$ cat config.mk
export PLATFORM = sky130hd
export DESIGN_NAME = prox_adc_input_select
export DESIGN_NICKNAME = d
export VERILOG_FILES = /design/src/hdl/prox_adc_input_select.v
export VERILOG_INCLUDE_DIRS = /design/src /design/src/hdl
export SDC_FILE = /design/constraint.sdc
export NUM_CORES = 1
export LEC_CHECK = 0
export BUFFER_PORTS_ARGS = -buffer_cell sky130_fd_sc_hd__buf_2
export CORE_AREA = 2 2 103 105
export DETAILED_ROUTE_END_ITERATION = 16
export DIE_AREA = 0 0 105 107
export GPL_TIMING_DRIVEN = 0
export PLACE_DENSITY = 0.72
export SLEW_MARGIN = 20
export SYNTH_ARGS = -nofsm -noshare
export SYNTH_HDL_FRONTEND = slang
export SYNTH_SLANG_ARGS = --single-unit
export TNS_END_PERCENT = 10
$ cat constraint.sdc
create_clock -name clk -period 11.7 [get_ports clk]
set_clock_uncertainty 0.05 [all_clocks]
set_input_delay 1.17 -clock clk [delete_from_list [all_inputs] [get_ports clk]]
set_output_delay 1.17 -clock clk [all_outputs]
set_load 0.05 [all_outputs]
$ cat src/hdl/prox_input_consts.vh
// Constants for the proximity converter input selection block.
// Assumes byte-wide registers reached at their printed offsets.
`ifndef PROX_INPUT_CONSTS_VH
`define PROX_INPUT_CONSTS_VH

// ----------------------------------------
// Register offsets
// ----------------------------------------
`define OFF_CH1_SEL      8'h07
`define OFF_CH2_SEL      8'h08
`define OFF_CH3_SEL      8'h09
`define OFF_RECOVERY     8'h0A
`define OFF_GAIN         8'h0B
`define OFF_MISC         8'h0C

// ----------------------------------------
// Reset values
// ----------------------------------------
`define RST_SEL          8'h03
`define RST_RECOVERY     8'h70
`define RST_GAIN         8'h00
`define RST_MISC         8'h04

// ----------------------------------------
// Field positions and masks
// ----------------------------------------
`define REC_MSB          6
`define REC_LSB          4
`define RECOVERY_MASK    8'h70
`define GAIN_MASK        8'h07
`define MODE_BIT         2
`define MISC_MASK        8'h04

// ----------------------------------------
// Input selection codes
// ----------------------------------------
`define SEL_SMALL_IR     8'h00
`define SEL_VISIBLE      8'h02
`define SEL_LARGE_IR     8'h03
`define SEL_NO_PD        8'h06
`define SEL_GND          8'h25
`define SEL_TEMP         8'h65
`define SEL_VDD          8'h75

// Routed converter sources
`define SRC_NONE         3'h0
`define SRC_SMALL_IR     3'h1
`define SRC_LARGE_IR     3'h2
`define SRC_VISIBLE      3'h3
`define SRC_NO_PD        3'h4
`define SRC_GND          3'h5
`define SRC_TEMP         3'h6
`define SRC_VDD          3'h7

// ----------------------------------------
// Timing: one converter clock is 50 ns at gain 0
// ----------------------------------------
`define CONV_CLK_NS      50
`define SYS_CLK_NS       10
`define CONV_CLK_CYCLES  (`CONV_CLK_NS / `SYS_CLK_NS)

`endif

$ cat src/hdl/prox_adc_input_select.v
// Proximity channel converter input selection and recovery timing.
// Assumes a sequencer that pulses start_ch with the channel number and
// waits for meas_go before integrating.
`timescale 1ns/1ps
`include "prox_input_consts.vh"

module prox_adc_input_select #(
  parameter INT_BASE_CYCLES = 2560
) (
  // Clock and reset
  input  wire       clk,
  input  wire       rst_n,
  // Register port
  input  wire [7:0] addr,
  input  wire [7:0] wdata,
  input  wire       wr,
  input  wire       rd,
  output reg  [7:0] rdata,
  // Measurement sequencing
  input  wire       start,
  input  wire [1:0] start_ch,
  output reg        recovering,
  output reg        meas_go,
  output reg  [2:0] adc_source,
  output reg        led_enable,
  output reg        prox_detect,
  output reg        sel_invalid,
  output reg  [2:0] gain_out,
  output reg [15:0] integ_cycles
);

  // ----------------------------------------
  // Registers
  // ----------------------------------------
  reg [7:0]  ch_sel [0:2];
  reg [7:0]  recovery_cfg;
  reg [7:0]  gain_cfg;
  reg [7:0]  misc_cfg;
  reg [20:0] rec_count;
  reg        busy;

  // Next values of the configuration registers
  reg [7:0]  next_ch_sel0;
  reg [7:0]  next_ch_sel1;
  reg [7:0]  next_ch_sel2;
  reg [7:0]  next_recovery_cfg;
  reg [7:0]  next_gain_cfg;
  reg [7:0]  next_misc_cfg;

  // Next values of the measurement state and outputs
  reg        next_busy;
  reg        next_recovering;
  reg        next_meas_go;
  reg [20:0] next_rec_count;
  reg [2:0]  next_adc_source;
  reg        next_led_enable;
  reg        next_prox_detect;
  reg        next_sel_invalid;
  reg [2:0]  next_gain_out;
  reg [15:0] next_integ_cycles;

  // ----------------------------------------
  // Decoded configuration fields
  // ----------------------------------------
  wire       normal_mode = misc_cfg[`MODE_BIT];
  wire [2:0] rec_code    = recovery_cfg[`REC_MSB:`REC_LSB];
  wire [2:0] gain        = gain_cfg[2:0];
  wire [7:0] status      = {6'h00, busy, recovering};

  // Base integration length cut to the output width on purpose
  localparam [15:0] INT_BASE = INT_BASE_CYCLES[15:0];

  // Codes valid in both modes
  function [3:0] decode_common;
    input [7:0] code;
    begin
      case (code)
        `SEL_LARGE_IR: decode_common = {1'b0, `SRC_LARGE_IR};
        `SEL_SMALL_IR: decode_common = {1'b0, `SRC_SMALL_IR};
        default:       decode_common = {1'b1, `SRC_NONE};
      endcase
    end
  endfunction

  // Codes added only in raw converter mode
  function [3:0] decode_raw;
    input [7:0] code;
    begin
      case (code)
        `SEL_VISIBLE: decode_raw = {1'b0, `SRC_VISIBLE};
        `SEL_NO_PD:   decode_raw = {1'b0, `SRC_NO_PD};
        `SEL_GND:     decode_raw = {1'b0, `SRC_GND};
        `SEL_TEMP:    decode_raw = {1'b0, `SRC_TEMP};
        `SEL_VDD:     decode_raw = {1'b0, `SRC_VDD};
        default:      decode_raw = decode_common(code);
      endcase
    end
  endfunction

  // Decode of one selector byte; same table for all channels
  // Raw-only codes in normal mode route nothing and flag invalid.
  function [3:0] decode;
    input [7:0] code;
    input       normal;
    begin
      if (normal) decode = decode_common(code);
      else decode = decode_raw(code);
    end
  endfunction

  // Recovery length in system cycles: the code picks 1, 7, 15 .. 511
  // converter clocks, each 50 ns scaled by 2^gain
  function [20:0] rec_cycles;
    input [2:0]  code;
    input [2:0]  g;
    reg   [9:0]  conv;
    reg   [31:0] prod;
    begin
      case (code)
        3'h0:    conv = 10'h001;
        3'h1:    conv = 10'h007;
        3'h2:    conv = 10'h00F;
        3'h3:    conv = 10'h01F;
        3'h4:    conv = 10'h03F;
        3'h5:    conv = 10'h07F;
        3'h6:    conv = 10'h0FF;
        default: conv = 10'h1FF;
      endcase
      // Longest case, 511 clocks at gain 7, needs 19 bits
      prod       = {22'h000000, conv} * `CONV_CLK_CYCLES;
      rec_cycles = prod[20:0] << g;
    end
  endfunction

  // Read data for one address; unmapped addresses show status
  function [7:0] read_mux;
    input [7:0] a;
    begin
      if (a == `OFF_CH1_SEL) read_mux = ch_sel[0];
      else if (a == `OFF_CH2_SEL) read_mux = ch_sel[1];
      else if (a == `OFF_CH3_SEL) read_mux = ch_sel[2];
      else if (a == `OFF_RECOVERY) read_mux = recovery_cfg;
      else if (a == `OFF_GAIN) read_mux = gain_cfg;
      else if (a == `OFF_MISC) read_mux = misc_cfg;
      else read_mux = status;
    end
  endfunction

  // Channel index 3 has no selector; its decode is never used
  wire [3:0] dec = decode(ch_sel[start_ch], normal_mode);

  // A start for index 3 or during a measurement is dropped, so the
  // host must wait for the go pulse before the next start.
  wire       accept = !busy && start && (start_ch != 2'h3);

  // ----------------------------------------
  // Register writes
  // ----------------------------------------
  // Masks keep reserved recovery, gain and misc bits at zero whatever the host
  // writes; the channel selectors store the whole written byte unmasked.
  always @* begin
    next_ch_sel0      = ch_sel[0];
    next_ch_sel1      = ch_sel[1];
    next_ch_sel2      = ch_sel[2];
    next_recovery_cfg = recovery_cfg;
    next_gain_cfg     = gain_cfg;
    next_misc_cfg     = misc_cfg;
    if (wr) begin
      if (addr == `OFF_CH1_SEL) next_ch_sel0 = wdata;
      else if (addr == `OFF_CH2_SEL) next_ch_sel1 = wdata;
      else if (addr == `OFF_CH3_SEL) next_ch_sel2 = wdata;
      else if (addr == `OFF_RECOVERY) next_recovery_cfg = wdata & `RECOVERY_MASK;
      else if (addr == `OFF_GAIN) next_gain_cfg = wdata & `GAIN_MASK;
      else if (addr == `OFF_MISC) next_misc_cfg = wdata & `MISC_MASK;
    end
  end

  always @(posedge clk or negedge rst_n) begin
    if (!rst_n) begin
      ch_sel[0]    <= `RST_SEL;
      ch_sel[1]    <= `RST_SEL;
      ch_sel[2]    <= `RST_SEL;
      recovery_cfg <= `RST_RECOVERY;
      gain_cfg     <= `RST_GAIN;
      misc_cfg     <= `RST_MISC;
    end else begin
      ch_sel[0]    <= next_ch_sel0;
      ch_sel[1]    <= next_ch_sel1;
      ch_sel[2]    <= next_ch_sel2;
      recovery_cfg <= next_recovery_cfg;
      gain_cfg     <= next_gain_cfg;
      misc_cfg     <= next_misc_cfg;
    end
  end

  // ----------------------------------------
  // Register reads, data one cycle after strobe
  // ----------------------------------------
  // Read data stand for one cycle only; idle cycles show zero.
  always @(posedge clk or negedge rst_n) begin
    if (!rst_n) begin
      rdata <= 8'h00;
    end else if (rd) begin
      rdata <= read_mux(addr);
    end else begin
      rdata <= 8'h00;
    end
  end

  // ----------------------------------------
  // Measurement start and recovery wait
  // ----------------------------------------
  // Settings are latched at start so a write mid-recovery cannot
  // change the routing of a measurement already under way.
  always @* begin
    next_busy         = busy;
    next_recovering   = recovering;
    next_meas_go      = 1'b0;
    next_rec_count    = rec_count;
    next_adc_source   = adc_source;
    next_led_enable   = led_enable;
    next_prox_detect  = prox_detect;
    next_sel_invalid  = sel_invalid;
    next_gain_out     = gain_out;
    next_integ_cycles = integ_cycles;
    if (accept) begin
      next_busy         = 1'b1;
      next_recovering   = 1'b1;
      // Loaded one short: the zero cycle is the last recovery cycle
      next_rec_count    = rec_cycles(rec_code, gain) - 21'h000001;
      next_adc_source   = dec[2:0];
      next_sel_invalid  = dec[3];
      next_led_enable   = normal_mode;
      next_prox_detect  = normal_mode;
      next_gain_out     = gain;
      next_integ_cycles = INT_BASE << gain;
    end else if (recovering) begin
      // Count down to zero, then one go pulse frees the sequencer
      if (rec_count == 21'h000000) begin
        next_recovering = 1'b0;
        next_meas_go    = 1'b1;
        next_busy       = 1'b0;
      end else begin
        next_rec_count = rec_count - 21'h000001;
      end
    end
  end

  always @(posedge clk or negedge rst_n) begin
    if (!rst_n) begin
      busy         <= 1'b0;
      recovering   <= 1'b0;
      meas_go      <= 1'b0;
      rec_count    <= 21'h000000;
      adc_source   <= `SRC_NONE;
      led_enable   <= 1'b0;
      prox_detect  <= 1'b0;
      sel_invalid  <= 1'b0;
      gain_out     <= 3'h0;
      integ_cycles <= 16'h0000;
    end else begin
      busy         <= next_busy;
      recovering   <= next_recovering;
      meas_go      <= next_meas_go;
      rec_count    <= next_rec_count;
      adc_source   <= next_adc_source;
      led_enable   <= next_led_enable;
      prox_detect  <= next_prox_detect;
      sel_invalid  <= next_sel_invalid;
      gain_out     <= next_gain_out;
      integ_cycles <= next_integ_cycles;
    end
  end

  // Gains above 5 are not blocked here; long recoveries and high LED
  // energy are the host's responsibility.

endmodule // prox_adc_input_select

Word-level counts from Yosys, hierarchy flattened

Cells that the tools add are included.

Flip-flop bits (word level): 87
Bits of input ports: 23
Output and inout bits: 35
Logic and storage cells: 91

Add/sub/neg operators: 2
Multipliers: 1
Magnitude comparators: 1
Eq/ne operators: 20
Shift operators: 2
Multiplexer cells: 27
Bitwise logic cells: 6
Reductions and logical operators: 16

Operators by type and width:

| cell                  | count |
|---|---|
| $mux 21               | 3 |
| $pmux 9 s7            | 1 |
| $mux 8                | 6 |
| $sub 21x1->21 const B | 2 |
| $eq 8x4->1 const B    | 5 |
| $logic_not 21->1      | 1 |
| $shl 13x3->21         | 1 |
| $pmux 4 s5            | 1 |
| $bmux 8 s2            | 1 |
| $eq 8x2->1 const B    | 2 |
| $eq 8x3->1 const B    | 2 |
| $eq 8x7->1 const B    | 2 |
| $shl 12x3->16 const A | 1 |
| $mul 10x3->13 const B | 1 |
| $mux 10               | 1 |
| $eq 3x3->1 const B    | 3 |
| $mux 1                | 9 |
| $eq 8x6->1 const B    | 1 |
| $logic_not 8->1       | 1 |
| $pmux 4 s2            | 1 |
| $mux 7                | 1 |
| $reduce_and 7->1      | 1 |
| $eq 3x2->1 const B    | 2 |
| $mux 3                | 2 |
| other kinds (15)      | 24 |

Logic depth before layout (Yosys ltp)

Depth in word-level cells: 8
Gate-level depth with buffers: 16
Mapped depth without buffers: 13

Least setup slack after synthesis

No wires, ideal clock.

Kind: input port to flip-flop
From: in start
To: reg rec_count[14]
Library setup time: 0.131 ns
Arrival: 3.984 ns
Data required time: 11.519 ns
Setup slack: 7.534 ns
Stages on the path: 13
Path buffers: 2
Cells stage by stage: a21bo_2 > nor2_1 > clkbuf_1 > buf_1 > mux2i_1 > ha_1 > o21ai_0 > a211o_1 > a211o_1 > nor4b_2 > and4bb_1 > xnor2_1 > o21ai_1

Word-level cells in the longest chain between the ends: 4
Elaborated cells on any way between the ends: 6
Those cells by class: eq/ne: 1; mux: 1; reduce/logical: 4

RTL lines:

| item                                                             | RTL line                    | RTL |
|---|---|---|
| start, declared                                                  | prox_adc_input_select.v:20  | `input wire start,` |
| $logic_and 1x1->1 * (2 in series)                                | prox_adc_input_select.v:154 | `wire accept = !busy && start && (start_ch != 2'h3);` |
| $ne 2x2->1 (no source line) or $reduce_bool 2->1 (tied branches) | n/a                         |  |
| $reduce_and 2->1 (no source line)                                | n/a                         |  |
| end signal, assigned                                             | prox_adc_input_select.v:265 | `rec_count <= next_rec_count;` |
| end, declared                                                    | prox_adc_input_select.v:39  | `reg [20:0] rec_count;` |

Every way passes the cells marked *; elsewhere a longest branch is shown, timed or not.
A chain may end at the register's enable or synchronous reset.

Worst setup path in the final report

From: in start_ch[0]
To: reg rec_count[18]

Word-level cells in the longest chain between the ends: 4
Elaborated cells on any way between the ends: 6
Those cells by class: eq/ne: 2; mux: 1; reduce/logical: 3

RTL lines:

| item                                                             | RTL line                    | RTL |
|---|---|---|
| start, declared                                                  | prox_adc_input_select.v:21  | `input wire [1:0] start_ch,` |
| $ne 2x2->1 *                                                     | prox_adc_input_select.v:154 |  |
| $logic_and 1x1->1 *                                              | prox_adc_input_select.v:154 |  |
| $ne 2x2->1 (no source line) or $reduce_bool 2->1 (tied branches) | n/a                         |  |
| $reduce_and 2->1 (no source line)                                | n/a                         |  |

Marks and branches as above.

==> flow_metrics.tcl <==
set metrics [dict create \
    drv_slew 0 \
    viasPerCell 6.10 \
    grt_max_degree 42 \
    finalSetupViolCount 0 \
    final_cell_mix "nand2_1 (83), dfrtp_1 (68), buf_2 (60)" \
    rsz0062_at_grt "false" \
    place_inst 783 \
    fin_cells 799 \
    cts.sink_count 78 \
    cts-root-buf "clkbuf_8" \
    cp-end-kind "flop" \
    fin_crit_ps 4940 \
    hold_class "reg -> reg" \
    synth_simple_gate_area_share_pct 22.9 \
    synth.avg_cell_area_sq_um 8.90 \
    clk_pin_slew_ps 90 \
    antenna_found_initial 0 \
    vias 4875 \
    vdd_ir_drop_max_mv 0.0723 \
    drive_gt1_share_pct 23.4 \
    multi_input_area_sq_um 3010 \
    synth_cells 590 \
    coreArea_sq_um 10100 \
    n_antenna_cell 0 \
    ant_nets 0 \
    fin_util_pct 58.8 \
    ioPinCount 58 \
    finalHoldViolations 0 \
    drc 0 \
    synth_top_area_cell "dfrtp_1" \
    critPathLaunchType "primary input" \
    placement.io_buffers 48 \
    fillers 915 \
    synth_area_leaders "dfrtp_1 (32%), mux2_2 (6.4%), nand2_1 (5.9%), dfstp_2 (5.0%), o21ai_0 (4.2%)" \
    syn_to_final_growth_pct 13.0 \
    drt_iter0_markers 391 \
    ys_warn_count 0 \
    cp_num_buf_inv 3 \
    die_x_microns 105 \
    hpwl_mm 11.0 \
    synth_top_area_share_pct 32.4 \
    wl_mm 14.9 \
    h-tree-depth 3 \
    synth_ff_type "dfrtp_1" \
    track_usage_pct 27.2 \
    synth_seq_cells 78 \
    synth_xor_area_share_pct 3.00 \
    critPathKind "in -> reg" \
    wl_per_cell_microns 18.7 \
    setup.worst_path.start "start_ch[0]" \
    clock_latency_ps 360 \
    fmax_mhz 203 \
    cellPowerDensity_nw_per_um2 135 \
    slowest_delay_ps 540 \
    worstMarginPinSlew_ps 893 \
    p_leak_nw 2.61 \
    path_max_fanout 10 \
    synthMuxAreaShare_pct 8.91 \
    min_period_over_period_pct 42.2 \
    die_y_microns 107 \
    cts_resized 0 \
    cp.arrival_ps 5100 \
    die-area_sq_um 11200 \
    cts_hold_buf 0 \
    max_slew_margin_pct 39.9 \
    required_ps 11870 \
    crit_end "rec_count[18]" \
    synth_adder_area_share_pct 0.953 \
    rr_endpoint "rec_count[18]" \
    grt_pass1_vias 4781 \
    seq_area_frac_synth_pct 37.4 \
    cts_buffers 9 \
    r2r_start "recovery_cfg[6]" \
    finalSetupTns_ps 0 \
    maxCapViolCount 0 \
    outcome "completed" \
    path_cells "buf_2, a21bo_2, nor2_1, clkbuf_1, buf_1, mux2i_1, ha_1, o21ai_0, a211o_1, a211o_1, nor4b_2, nand4_1, xnor2_1, o21ai_0" \
    synth_compound_gate_area_share_pct 20.8 \
    async_reset_ff_share_pct 100 \
    fp-row-count 37 \
    dr.pass1.iters 7 \
    gp_congestion 0.963 \
    rrSetupSlack_ps 6820 \
    seqCellArea_sq_um 1960 \
    synth_top_family_by_area "simple AND/OR/NAND/NOR gates" \
    cp_slowest_cell "buf_1" \
    final_nets 685 \
    yosysUniqueCellTypes 81 \
    postCtsSetupRepairBufs 0 \
    critical_path_cell_count 14 \
    clk_path_buf_depth 2 \
    syn_area_sq_um 5250 \
    grt_pass1_wl_mm 24.4 \
    final_common_cell "nand2_1" \
    grt_remaining_overflow 0 \
    cp_top_family "compound AO/OA/AOI/OAI gates" \
    start_util_pct 52.0 \
    cts_tree "yes" \
    rr_worst_depth 15 \
    synth_enable_flop_cells 0 \
]
-- power by group --
part	leakage [nW]	total, mW	switching (mW)	internal [mW]
clock network	0.110	0.229	0.109	0.120
registers	0.996	0.331	0.0299	0.301
logic	1.50	0.242	0.145	0.0974
-- cell type report --
| class | instances | share of cell area, % |
|---|---|---|
| clock inverters | 6 | 1.48 |
| repair buffers | 49 | 4.43 |
| inverters | 14 | 0.885 |
| well taps | 136 | 2.87 |
| flip-flops and latches | 78 | 33.1 |
| clock buffers | 10 | 2.15 |
| plain buffers | 50 | 4.32 |
| multi-input cells | 456 | 50.8 |
-- how the worst min path moves through the flow --
stage	from	to	slack, ps	cells after the start
floorplan	rec_count[7]	rec_count[7]	420	2
global placement	adc_source[1]	adc_source[1]	400	2
detailed placement	integ_cycles[14]	integ_cycles[14]	410	2
CTS	integ_cycles[14]	integ_cycles[14]	430	2
global route	integ_cycles[9]	integ_cycles[9]	460	1
finish	integ_cycles[14]	integ_cycles[14]	420	2
-- cell families (layout without fill, tap and decap cells) --
logic type,Yosys count,count (layout)
AND/OR/NAND/NOR,225,225
AO/OA/AOI/OAI,157,157
flip-flops,78,78
buffers and inverters,64,129
multiplexers,43,43
XOR/XNOR,18,18
adder cells (fa/ha/maj),4,4
other,1,9
-- tightest hold or removal path, cell delays in order, from the launching register on --
cell and delay [ps]:
dfrtp_1 350, nand2_1 50, nand2_1 50
-- flip-flops by register name (all words and copies together), names as in the netlist --
| register | flops |
|---|---|
| gain_cfg | 3 |
| sel_invalid | 1 |
| rec_count | 21 |
| adc_source | 3 |
| misc_cfg | 1 |
| meas_go | 1 |
| prox_detect | 1 |
| recovering | 1 |
| gain_out | 3 |
| rdata | 8 |
| busy | 1 |
| integ_cycles | 7 |
| ch_sel | 24 |
| recovery_cfg | 3 |
-- metrics by stage --
step	instance area (sq um)	hold WS (ps)	worst slack (ps)	total power [mW]
final	5940	421	6760	0.802
after global routing	5940	461	6530	0.841
after CTS	5940	427	6840	0.799
after detailed placement	5720	406	6500	0.573
after global placement	5690	401	6520	0.564
after floorplan	5280	422	7530	0.508
-- synthesized netlist by cell type, types with 6 or more instances --
master    instances
mux2_2           30
xnor2_1           8
a211oi_1          8
nand3_1          10
a21oi_1          24
inv_1            13
dfstp_2          10
nor4_1            9
buf_2            13
nor2b_1          13
mux2i_1          13
nand3b_1          6
clkbuf_1         19
o21ai_0          44
buf_4            14
dfrtp_1          68
o31ai_1           6
xor2_1           10
nor2_1           38
nand2_1          83
nor3_1           14
-- routing by layer --
metal / vias to the layer above / global-route usage [%] / wire length (microns)
met5: - / 0 / 0
met4: 0 / 10.5 / 339
met3: 32 / 3.95 / 954
met2: 222 / 45.9 / 7290
met1: 2340 / 35.5 / 6360
li1: 2281 / - / -
Power figures use the tool's default switching activity.
